===== config.mk =====
export PLATFORM = sky130hd
export DESIGN_NAME = channel_status_buffer
export DESIGN_NICKNAME = d
export VERILOG_FILES = /design/src/shared/cs_buf_pkg.sv /design/src/design/cs_edge_serial.sv /design/src/design/channel_status_buffer.sv
export SDC_FILE = /design/constraint.sdc
export NUM_CORES = 1
export LEC_CHECK = 0
export ABC_AREA = 1
export BUFFER_PORTS_ARGS = -buffer_cell sky130_fd_sc_hd__buf_4
export CELL_PAD_IN_SITES_DETAIL_PLACEMENT = 0
export CELL_PAD_IN_SITES_GLOBAL_PLACEMENT = 1
export CORE_MARGIN = 2
export CORE_UTILIZATION = 30
export DETAILED_ROUTE_END_ITERATION = 10
export PLACE_DENSITY_LB_ADDON = 0.05
export SYNTH_ARGS = -nofsm -noshare
export SYNTH_HDL_FRONTEND = slang
export SYNTH_SLANG_ARGS = --single-unit

===== constraint.sdc =====
create_clock -name I_MCLK -period 4.77 [get_ports I_MCLK]
set_input_delay 0.477 -clock I_MCLK [delete_from_list [all_inputs] [get_ports I_MCLK]]
set_output_delay 0.477 -clock I_MCLK [all_outputs]
set_load 0.05 [all_outputs]

===== src/shared/cs_buf_pkg.sv =====
// constants for the channel status double buffer
package cs_buf_pkg;
  // ==========================================
  // register byte addresses
  localparam logic [7:0] ADDR_RX_DATA_CTRL = 8'h04;
  localparam logic [7:0] ADDR_RX_STATUS = 8'h16;
  localparam logic [7:0] ADDR_CS_FIRST = 8'h23;
  localparam logic [7:0] ADDR_IRQ_STATUS = 8'h40;
  localparam logic [7:0] ADDR_IRQ_MASK = 8'h44;
  localparam logic [7:0] ADDR_OUT_CTRL = 8'h48;
  // ==========================================
  // field positions
  localparam int COPY_INHIBIT_BIT = 0;
  localparam int ERR_GATE_BIT = 7;
  localparam int IRQ_COPY_BIT = 0;
  localparam int IRQ_SKIP_BIT = 1;
  localparam int OUT_SW_MODE_BIT = 0;
  localparam int OUT_PIN_SEL_LSB = 1;
  localparam int OUT_CLK_SEL_BIT = 3;
  // ==========================================
  // sizes and reset values
  localparam int CS_BYTES = 5;
  localparam int CS_BITS = 80;
  localparam int GPO_COUNT = 4;
  localparam int BLOCK_FRAMES = 192;
  localparam logic [7:0] RX_DATA_CTRL_RST = 8'h00;
  localparam logic [7:0] ERR_GATE_RST = 8'h00;
  localparam logic [1:0] IRQ_MASK_RST = 2'h0;
  localparam logic [3:0] OUT_CTRL_RST = 4'h0;
endpackage


===== src/design/cs_edge_serial.sv =====
// serial channel status output stepped on both frame clock edges
`timescale 1ns/10ps
module cs_edge_serial (
  // clock and reset
  input wire logic i_clk,
  input wire logic i_rst_b,
  // frame clock, already synchronised
  input wire logic i_frame_clk,
  // serial bit from receiver and its output
  input wire logic i_cs_bit,
  output logic o_cs_ser
);
  logic frame_clk_q;
  logic cs_ser_q;

  always_ff @(posedge i_clk or negedge i_rst_b) begin
    if (!i_rst_b) begin
      frame_clk_q <= 1'b0;
    end else begin
      frame_clk_q <= i_frame_clk;
    end
  end

  // one new bit per rising and per falling edge
  always_ff @(posedge i_clk or negedge i_rst_b) begin
    if (!i_rst_b) begin
      cs_ser_q <= 1'b0;
    end else if (frame_clk_q != i_frame_clk) begin
      cs_ser_q <= i_cs_bit;
    end
  end

  assign o_cs_ser = cs_ser_q;
endmodule


===== src/design/channel_status_buffer.sv =====
// channel status capture and host buffers with apb access
//
// Functional notes
// - store five status bytes per channel
// - first arriving bit lands in byte msb
// - location 23h is channel A byte 0
// - capture buffer fills as bits arrive
// - host buffer takes whole blocks only
// - host buffer readable over control port
// - serial stream on pin or general output
// - serial output steps on both clock edges
// - gating off: only unlock or the inhibit bit blocks copy
// - gating on: any block error blocks copy
// - copy raises interrupt when enabled
// - inhibit bit at 04h stops copy
// - copies spaced one 192-frame block apart
// - gating bit in status register, reset 0
`timescale 1ns/10ps
module channel_status_buffer #(
  parameter int GPO_N = cs_buf_pkg::GPO_COUNT
) (
  // clock and reset
  input wire logic I_MCLK,
  input wire logic I_RST_B,
  // apb slave
  input wire logic I_PSEL,
  input wire logic I_PENABLE,
  input wire logic I_PWRITE,
  input wire logic [7:0] I_PADDR,
  input wire logic [31:0] I_PWDATA,
  output logic [31:0] O_PRDATA,
  output logic O_PREADY,
  output logic O_PSLVERR,
  // receiver front end, same clock
  input wire logic I_CS_VALID,
  input wire logic I_CS_CHAN_B,
  input wire logic I_CS_BIT,
  input wire logic I_BLOCK_START,
  input wire logic I_PLL_UNLOCK,
  input wire logic I_BIPHASE_ERR,
  input wire logic I_CONF_ERR,
  input wire logic I_PARITY_ERR,
  input wire logic I_CRC_ERR,
  // frame clock pins
  input wire logic I_OUTPUT_FRAME_CLOCK,
  input wire logic I_ALTERNATE_FRAME_CLOCK,
  // serial outputs and interrupt
  output logic O_CS_SERIAL,
  output logic [GPO_N-1:0] O_GENERAL_OUTPUT_PIN,
  output logic O_IRQ
);
  localparam int NB = cs_buf_pkg::CS_BYTES;

  // ==========================================
  // registers
  logic [7:0] cap_a_q [NB];
  logic [7:0] cap_b_q [NB];
  logic [7:0] host_q [2*NB];
  logic [6:0] cnt_a_q;
  logic [6:0] cnt_b_q;
  logic blk_err_q;
  logic blk_unlock_q;
  logic seen_block_q;
  logic [7:0] rx_ctrl_q;
  logic err_gate_q;
  logic [1:0] irq_stat_q;
  logic [1:0] irq_mask_q;
  logic [3:0] out_ctrl_q;
  logic [1:0] ofc_sync_q;
  logic [1:0] afc_sync_q;
  logic [31:0] prdata_q;
  logic copy_go;
  logic copy_skip;
  logic wr_en;
  logic rd_en;
  logic frame_clk;
  logic cs_ser;
  logic [31:0] rd_mux;
  logic [1:0] pin_sel;

  // ==========================================
  // apb decode
  assign wr_en = I_PSEL && I_PENABLE && I_PWRITE;
  assign rd_en = I_PSEL && I_PENABLE && !I_PWRITE;
  assign O_PREADY = 1'b1;

  function automatic logic is_cs_addr(input logic [7:0] a);
    return (a >= cs_buf_pkg::ADDR_CS_FIRST) &&
           (a < cs_buf_pkg::ADDR_CS_FIRST + 8'(2*NB));
  endfunction

  function automatic logic is_mapped(input logic [7:0] a);
    return is_cs_addr(a) || a == cs_buf_pkg::ADDR_RX_DATA_CTRL ||
           a == cs_buf_pkg::ADDR_RX_STATUS || a == cs_buf_pkg::ADDR_IRQ_STATUS ||
           a == cs_buf_pkg::ADDR_IRQ_MASK || a == cs_buf_pkg::ADDR_OUT_CTRL;
  endfunction

  assign O_PSLVERR = I_PSEL && I_PENABLE && !is_mapped(I_PADDR);

  // ==========================================
  // block boundary decision
  // the copy happens at the start of the next block, closing the previous one
  always_comb begin
    copy_go = 1'b0;
    copy_skip = 1'b0;
    if (I_BLOCK_START && seen_block_q) begin
      if (blk_unlock_q || I_PLL_UNLOCK) begin
        copy_skip = 1'b1;
      end else if (err_gate_q && blk_err_q) begin
        copy_skip = 1'b1;
      end else if (rx_ctrl_q[cs_buf_pkg::COPY_INHIBIT_BIT]) begin
        copy_skip = 1'b1;
      end else begin
        copy_go = 1'b1;
      end
    end
  end

  // error tracking over one block
  always_ff @(posedge I_MCLK or negedge I_RST_B) begin
    if (!I_RST_B) begin
      blk_err_q <= 1'b0;
      blk_unlock_q <= 1'b0;
      seen_block_q <= 1'b0;
    end else if (I_BLOCK_START) begin
      blk_err_q <= I_BIPHASE_ERR || I_CONF_ERR || I_PARITY_ERR || I_CRC_ERR;
      blk_unlock_q <= I_PLL_UNLOCK;
      seen_block_q <= 1'b1;
    end else begin
      blk_err_q <= blk_err_q || I_BIPHASE_ERR || I_CONF_ERR || I_PARITY_ERR || I_CRC_ERR;
      blk_unlock_q <= blk_unlock_q || I_PLL_UNLOCK;
    end
  end

  // ==========================================
  // capture buffer: bits counted per channel, first bit into msb
  always_ff @(posedge I_MCLK or negedge I_RST_B) begin
    if (!I_RST_B) begin
      cnt_a_q <= 7'h00;
      cnt_b_q <= 7'h00;
    end else if (I_BLOCK_START) begin
      cnt_a_q <= 7'h00;
      cnt_b_q <= 7'h00;
    end else if (I_CS_VALID) begin
      if (!I_CS_CHAN_B && cnt_a_q < 7'(cs_buf_pkg::CS_BITS / 2)) begin
        cnt_a_q <= cnt_a_q + 7'h01;
      end
      if (I_CS_CHAN_B && cnt_b_q < 7'(cs_buf_pkg::CS_BITS / 2)) begin
        cnt_b_q <= cnt_b_q + 7'h01;
      end
    end
  end

  generate
    for (genvar g = 0; g < NB; g++) begin : g_cap
      always_ff @(posedge I_MCLK or negedge I_RST_B) begin
        if (!I_RST_B) begin
          cap_a_q[g] <= 8'h00;
          cap_b_q[g] <= 8'h00;
        end else if (I_CS_VALID && !I_BLOCK_START) begin
          if (!I_CS_CHAN_B && cnt_a_q[6:3] == 4'(g)) begin
            cap_a_q[g][3'd7 - cnt_a_q[2:0]] <= I_CS_BIT;
          end
          if (I_CS_CHAN_B && cnt_b_q[6:3] == 4'(g)) begin
            cap_b_q[g][3'd7 - cnt_b_q[2:0]] <= I_CS_BIT;
          end
        end
      end

      // host buffer: channel A bytes first, channel B after
      always_ff @(posedge I_MCLK or negedge I_RST_B) begin
        if (!I_RST_B) begin
          host_q[g] <= 8'h00;
          host_q[g+NB] <= 8'h00;
        end else if (copy_go) begin
          host_q[g] <= cap_a_q[g];
          host_q[g+NB] <= cap_b_q[g];
        end
      end
    end
  endgenerate

  // ==========================================
  // control registers
  always_ff @(posedge I_MCLK or negedge I_RST_B) begin
    if (!I_RST_B) begin
      rx_ctrl_q <= cs_buf_pkg::RX_DATA_CTRL_RST;
      err_gate_q <= cs_buf_pkg::ERR_GATE_RST[0];
      irq_mask_q <= cs_buf_pkg::IRQ_MASK_RST;
      out_ctrl_q <= cs_buf_pkg::OUT_CTRL_RST;
    end else if (wr_en) begin
      if (I_PADDR == cs_buf_pkg::ADDR_RX_DATA_CTRL) begin
        rx_ctrl_q <= I_PWDATA[7:0];
      end
      if (I_PADDR == cs_buf_pkg::ADDR_RX_STATUS) begin
        err_gate_q <= I_PWDATA[cs_buf_pkg::ERR_GATE_BIT];
      end
      if (I_PADDR == cs_buf_pkg::ADDR_IRQ_MASK) begin
        irq_mask_q <= I_PWDATA[1:0];
      end
      if (I_PADDR == cs_buf_pkg::ADDR_OUT_CTRL) begin
        out_ctrl_q <= I_PWDATA[3:0];
      end
    end
  end

  // sticky events, set beats write-one-to-clear
  always_ff @(posedge I_MCLK or negedge I_RST_B) begin
    if (!I_RST_B) begin
      irq_stat_q <= 2'h0;
    end else begin
      irq_stat_q[cs_buf_pkg::IRQ_COPY_BIT] <= copy_go || (irq_stat_q[cs_buf_pkg::IRQ_COPY_BIT] &&
        !(wr_en && I_PADDR == cs_buf_pkg::ADDR_IRQ_STATUS && I_PWDATA[cs_buf_pkg::IRQ_COPY_BIT]));
      irq_stat_q[cs_buf_pkg::IRQ_SKIP_BIT] <= copy_skip || (irq_stat_q[cs_buf_pkg::IRQ_SKIP_BIT] &&
        !(wr_en && I_PADDR == cs_buf_pkg::ADDR_IRQ_STATUS && I_PWDATA[cs_buf_pkg::IRQ_SKIP_BIT]));
    end
  end

  assign O_IRQ = |(irq_stat_q & irq_mask_q);

  // ==========================================
  // read path
  always_comb begin
    rd_mux = 32'h0000_0000;
    if (is_cs_addr(I_PADDR)) begin
      rd_mux[7:0] = host_q[4'(I_PADDR - cs_buf_pkg::ADDR_CS_FIRST)];
    end else begin
      unique case (I_PADDR)
        cs_buf_pkg::ADDR_RX_DATA_CTRL: rd_mux[7:0] = rx_ctrl_q;
        cs_buf_pkg::ADDR_RX_STATUS: rd_mux[7:0] = {err_gate_q, 3'h0, blk_err_q, 2'h0, blk_unlock_q};
        cs_buf_pkg::ADDR_IRQ_STATUS: rd_mux[1:0] = irq_stat_q;
        cs_buf_pkg::ADDR_IRQ_MASK: rd_mux[1:0] = irq_mask_q;
        cs_buf_pkg::ADDR_OUT_CTRL: rd_mux[3:0] = out_ctrl_q;
        default: rd_mux = 32'h0000_0000;
      endcase
    end
  end

  always_ff @(posedge I_MCLK or negedge I_RST_B) begin
    if (!I_RST_B) begin
      prdata_q <= 32'h0000_0000;
    end else if (I_PSEL && !I_PENABLE && !I_PWRITE) begin
      prdata_q <= rd_mux;
    end
  end

  assign O_PRDATA = rd_en ? prdata_q : 32'h0000_0000;

  // ==========================================
  // serial output
  always_ff @(posedge I_MCLK or negedge I_RST_B) begin
    if (!I_RST_B) begin
      ofc_sync_q <= 2'h0;
      afc_sync_q <= 2'h0;
    end else begin
      ofc_sync_q <= {ofc_sync_q[0], I_OUTPUT_FRAME_CLOCK};
      afc_sync_q <= {afc_sync_q[0], I_ALTERNATE_FRAME_CLOCK};
    end
  end

  assign frame_clk = out_ctrl_q[cs_buf_pkg::OUT_CLK_SEL_BIT] ? afc_sync_q[1] : ofc_sync_q[1];
  assign pin_sel = out_ctrl_q[cs_buf_pkg::OUT_PIN_SEL_LSB +: 2];

  cs_edge_serial u_ser (
    .i_clk(I_MCLK),
    .i_rst_b(I_RST_B),
    .i_frame_clk(frame_clk),
    .i_cs_bit(I_CS_BIT),
    .o_cs_ser(cs_ser)
  );

  // hardware mode uses the dedicated pin, software mode a chosen output
  always_comb begin
    O_GENERAL_OUTPUT_PIN = '0;
    O_CS_SERIAL = 1'b0;
    if (out_ctrl_q[cs_buf_pkg::OUT_SW_MODE_BIT]) begin
      O_GENERAL_OUTPUT_PIN[pin_sel] = cs_ser;
    end else begin
      O_CS_SERIAL = cs_ser;
    end
  end
endmodule


# ---- Word level (Yosys, flattened, before mapping)
# Cells that the tools add are included.
dict set report totals {
  register_bits 208
  in_bits 56
  elab_cells 185
}
dict set report op_classes {
  n_addsub 5
  bitwise_logic 3
  n_eq_ne 14
  n_mux 43
  reduce_logical 74
  n_lt_le_gt_ge 11
}
# operator n
set op_table {}
lappend op_table {{$bwmux 8} 10}
lappend op_table {{$mux 7} 6}
lappend op_table {{$bmux 8 s4} 1}
lappend op_table {{$mux 8} 4}
lappend op_table {{$reduce_and 2->1} 16}
lappend op_table {{$logic_and 1x1->1} 30}
lappend op_table {{$eq 8x7->1 const B} 3}
lappend op_table {{$eq 4x2->1 const B} 4}
lappend op_table {{$logic_or 1x1->1} 15}
lappend op_table {{$mux 1} 15}
lappend op_table {{$add 7x1->7 const B} 2}
lappend op_table {{$lt 7x6->1 const B} 2}
lappend op_table {{$pmux 2 s5} 1}
lappend op_table {{$eq 4x1->1 const B} 2}
lappend op_table {{$eq 4x3->1 const B} 2}
lappend op_table {{$eq 8x3->1 const B} 1}
lappend op_table {{$eq 8x5->1 const B} 1}
lappend op_table {{$ge 8x6->1 const B} 1}
lappend op_table {{$logic_not 4->1} 2}
lappend op_table {{$lt 3x4->1 const B} 2}
lappend op_table {{$lt 8x6->1 const B} 1}
lappend op_table {{$pmux 4 s2} 1}
lappend op_table {{$logic_not 1->1} 7}
lappend op_table {{$demux 1 s3} 2}
lappend op_table {{other kinds (15)} 19}

# ---- Logic depth before layout (Yosys ltp)
dict set report logic_depth {
  ltp_word 9
  mapped_depth 15
}

# ---- Cells and area by module
# From an unflattened synthesis, not the netlist that was laid out.
dict set report hier_totals {
  hier_cells 1254
  hier_area_um2 10007.1
}
# module instances cells_per_inst area_per_inst_um2
set by_module_without_submodules {}
lappend by_module_without_submodules {channel_status_buffer 1 1243 9920.8}
lappend by_module_without_submodules {cs_edge_serial 1 11 86.3}

# ---- Worst setup path after synthesis
# OpenSTA, ideal clock, no wires.
dict set report synth_timing {
  path_kind {in2out}
  from {input port I_PADDR[0]}
  to {output port O_PSLVERR}
  arrival_ns 3.134
  required_time_ns 4.293
  setup_slack_ns 1.159
  path_stages 10
  path_cell_list {buf_2 inv_1 buf_4 buf_2 ha_1 nor2_1 nand2_1 nand2_1 inv_1 nor4_1}
}
dict set report synth_between {
  elab_chain_cells 9
  elab_cells_between_ends 15
}
# element line
set synth_lines {}
lappend synth_lines {{start: declaration} channel_status_buffer.sv:29} ;# input wire logic [7:0] I_PADDR,
lappend synth_lines {{$ge 8x6->1 / $lt 8x6->1 (equally long branches)} {channel_status_buffer.sv:88, channel_status_buffer.sv:89}}
lappend synth_lines {{$logic_and 1x1->1} channel_status_buffer.sv:88} ;# return (a >= cs_buf_pkg::ADDR_CS_FIRST) &&
lappend synth_lines {{$logic_or 1x1->1 (2 in series)} channel_status_buffer.sv:93} ;# return is_cs_addr(a) || a == cs_buf_pkg::ADDR_RX_DATA_CTRL ||
lappend synth_lines {{$logic_or 1x1->1 (2 in series)} channel_status_buffer.sv:94} ;# a == cs_buf_pkg::ADDR_RX_STATUS || a == cs_buf_pkg::ADDR_IRQ_STATUS ||
lappend synth_lines {{$logic_or 1x1->1 (*)} channel_status_buffer.sv:95} ;# a == cs_buf_pkg::ADDR_IRQ_MASK || a == cs_buf_pkg::ADDR_OUT_CTRL;
lappend synth_lines {{$logic_not 1->1 (*)} channel_status_buffer.sv:98} ;# assign O_PSLVERR = I_PSEL && I_PENABLE && !is_mapped(I_PADDR);
lappend synth_lines {{$logic_and 1x1->1 (*)} channel_status_buffer.sv:98}
lappend synth_lines {{end: declaration} channel_status_buffer.sv:33} ;# output logic O_PSLVERR,
# Every way passes the cells marked *; elsewhere a longest branch is shown, timed or not.

# ---- Worst setup path in the final report
# Same ends and word-level chain as after synthesis.

==> metrics.yaml <==
status: "finished clean"
core_um2: 32700
leakagePower_nw: 5.49
clk_pin_slew_ns: 0.06
clock-skew-final_ns: 0.0102
finalNetCount: 1328
avgSynthCellArea_um2: 8.13
die_w_um: 187
rows: 66
cap_violations: 0
slowest_stage: "inv_1"
grt_use_total_pct: 16.2
endpoint_kind: "primary output"
hold_class: "primary input to flip-flop"
antenna_found_initial: 0
crit_family: "buffers and inverters"
grt_pass1_vias: 7723
ctsLongestPathBuffers: 3
setup_viol: 0
met3_usage_pct: 2.11
cp-start-kind: "primary input"
synth_flop_cell: "dfrtp_1"
synth_area_leaders: "dfrtp_1 52%, nand2_1 11%, o21ai_0 8.8%, inv_1 6.0%, nor2_1 4.6%"
grt_use_met1_pct: 24.0
synth_cell_types: 42
avgRoutedWirePerCell_um: 15.9
vdd_drop_max_mv: 0.276
synth_area_um2: 10000
grt_use_met2_pct: 25.0
worstPathArrival_ns: 3.03
io_pins: 96
synth_edf_count: 0
final-seq-area_um2: 5200
setup.worst_path.class: "primary input to primary output"
die_area_um2: 34800
yosys.area.top_type_share_pct: 52.1
via_per_inst: 4.44
clock-sinks: 208
report.final.slew_viol_count: 0
grt_overflow: 0
multiInputGateArea_um2: 3850
num_vias: 7665
synth.ff_latch_count: 208
cts-root-buf: "clkbuf_16"
firstDrtPassIters: 4
fmax_mhz: 285
crit_chain: "buf_4 > inv_1 > ha_1 > nor2_1 > nand2_1 > nand2_1 > inv_1 > nor4_1 > buf_4"
grt_busiest_layer: "met2"
critical-path-max-stage-delay_ns: 0.53
cp.buffers_inverters: 4
reg2reg_slack_ns: 2.62
cts_tree: "done"
clock_latency_ns: 0.54
grt_pass1_wl_mm: 44.7
critPathMaxFanout: 46
hold_viol_final: 0
cts_buffers: 27
drc: 0
fp.dieH_um: 187
synth_warnings: 0
gp_congestion: 0.732
fin_crit_sh_pct: 73.6
grt_setup_unrepaired: "false"
yosysSeqAreaShare_pct: 52.1
crit_required_ns: 4.29
dp_hpwl_mm: 18.1
final.setup.tns_ns: 0
num-fill-cells: 3566
num_antenna_cells: 0
p_per_area_nw_per_um2: 390
hold_ws_ns: 0.0428
worst_pin_slew_ns: 1.07
area_growth_pct: 15.1
initial_utilization_pct: 30.6
wl_mm: 27.4
slew_headroom_pct: 28.4
cts_setup_buffers: 0
grt_start_max_net_pins: 106
netlist_instances: 1230
drtIter0Drc: 445
layout-drive-gt1-share_pct: 10.6
async_reset_ff_share_pct: 100
yosys.area.top_type: "dfrtp_1"
drtAntennaViolNets: 0
cts_max_level: 1
period_needed_ns: 3.51
numPortBuffers: 46
## path summary, 6_finish.rpt
check	from	to	cells after the start
worst max-delay path	I_PADDR[0]	O_PSLVERR	9
worst min-delay path	I_OUTPUT_FRAME_CLOCK	ofc_sync_q[0]	1
worst max register to register	blk_unlock_q	host_q[37]	7
worst min register to register	ofc_sync_q[0]	ofc_sync_q[1]	0
max in group asynchronous	I_RST_B	cap_b_q[4]	3
min in group asynchronous	I_RST_B	cap_a_q[39]	2
## power breakdown
| group | leakage (nW) | internal (mW) | switching (mW) |
|---|---|---|---|
| clock | 0.414 | 1.16 | 0.789 |
| combinational | 2.64 | 0.158 | 0.373 |
| sequential | 2.43 | 1.93 | 0.0805 |
## per-stage QoR
stage	setup WS (ns)	cells	utilization [%]	instance area, um^2	power [mW]
after global placement	1.09	1678	32.6	10700	2.58
after CTS	1.16	1725	35.2	11500	4.58
final	1.26	1725	35.2	11500	4.49
after global routing	0.978	1725	35.2	11500	4.74
after floorplan	1.16	1253	-	10100	2.39
after detailed placement	1.17	1678	32.6	10700	2.58
## timing repair
item                                   in CTS  in global routing
endpoints found under the hold margin      76                  0
hold buffers                                1                  0
gates resized for setup                     0                  0
## synth_stat cells, types with 3 or more instances
| master | count |
|---|---|
| nor3_1 | 15 |
| a21oi_2 | 4 |
| o21ai_1 | 13 |
| buf_4 | 26 |
| ha_1 | 6 |
| a31oi_1 | 6 |
| a21oi_1 | 33 |
| o211ai_1 | 11 |
| nor2_1 | 123 |
| buf_6 | 4 |
| dfrtp_1 | 208 |
| inv_1 | 160 |
| nand2_2 | 6 |
| buf_2 | 17 |
| nand2_4 | 3 |
| mux2_2 | 4 |
| nand4_1 | 8 |
| clkbuf_1 | 22 |
| nand2_1 | 299 |
| nand3_1 | 48 |
| nor4_1 | 6 |
| inv_2 | 6 |
| nor2_4 | 4 |
| o21ai_0 | 175 |
## layer usage
metal  vias to the layer above  routed length [um]  share of wire, %
met2                        92               12000                44
met5                         -                   0                 0
met3                        34                 759               2.8
met1                      3609               14100                52
li1                       3930                   -                 -
met4                         0                 476               1.7
## cell families after synthesis
kind of cell | synth area share, %
simple gates | 22.4
buf+inv | 10.4
xor+xnor | 0.413
mux | 0.751
flops | 52.1
compound gates | 13.1
other cells | 0.0751
fa+ha+maj | 0.751
## placed cells by master (no fill, tap or decap), types with 3 or more instances in the layout
cell type	netlist	final
nand2_1	299	299
dfrtp_1	208	208
o21ai_0	175	175
inv_1	160	160
nor2_1	123	123
buf_4	26	51
nand3_1	48	48
a21oi_1	33	33
clkbuf_16	0	27
conb_1	2	25
nor3_1	15	15
o21ai_1	13	13
o211ai_1	11	11
nand4_1	8	8
nor4_1	6	6
inv_2	6	6
nand2_2	6	6
a31oi_1	6	6
ha_1	6	6
clkbuf_1	22	6
clkinv_2	1	5
clkbuf_8	0	5
nor2_4	4	4
mux2_2	4	4
a21oi_2	4	4
nand2_4	3	3
## sequential cells by signal (all words and copies together) (netlist names)
| name | flops |
|---|---|
| blk_unlock_q | 1 |
| cnt_b_q | 7 |
| irq_mask_q | 2 |
| irq_stat_q | 2 |
| prdata_q | 8 |
| host_q | 80 |
| out_ctrl_q | 4 |
| u_ser.frame_clk_q | 1 |
| cap_b_q | 40 |
| ofc_sync_q | 2 |
| err_gate_q | 1 |
| rx_ctrl_q | 8 |
| afc_sync_q | 2 |
| u_ser.o_cs_ser | 1 |
| cap_a_q | 40 |
| blk_err_q | 1 |
| seen_block_q | 1 |
| cnt_a_q | 7 |
## layout make-up
| cell class | count | area share (%) |
|---|---|---|
| Timing Repair Buffer | 54 | 3.72 |
| Tap cell | 442 | 4.81 |
| Inverter | 167 | 5.46 |
| Clock inverter | 8 | 0.653 |
| Clock buffer | 38 | 6.67 |
| Multi-Input combinational cell | 808 | 33.5 |
| Sequential cell | 208 | 45.2 |
No activity file was read; power rests on OpenSTA's default activity.
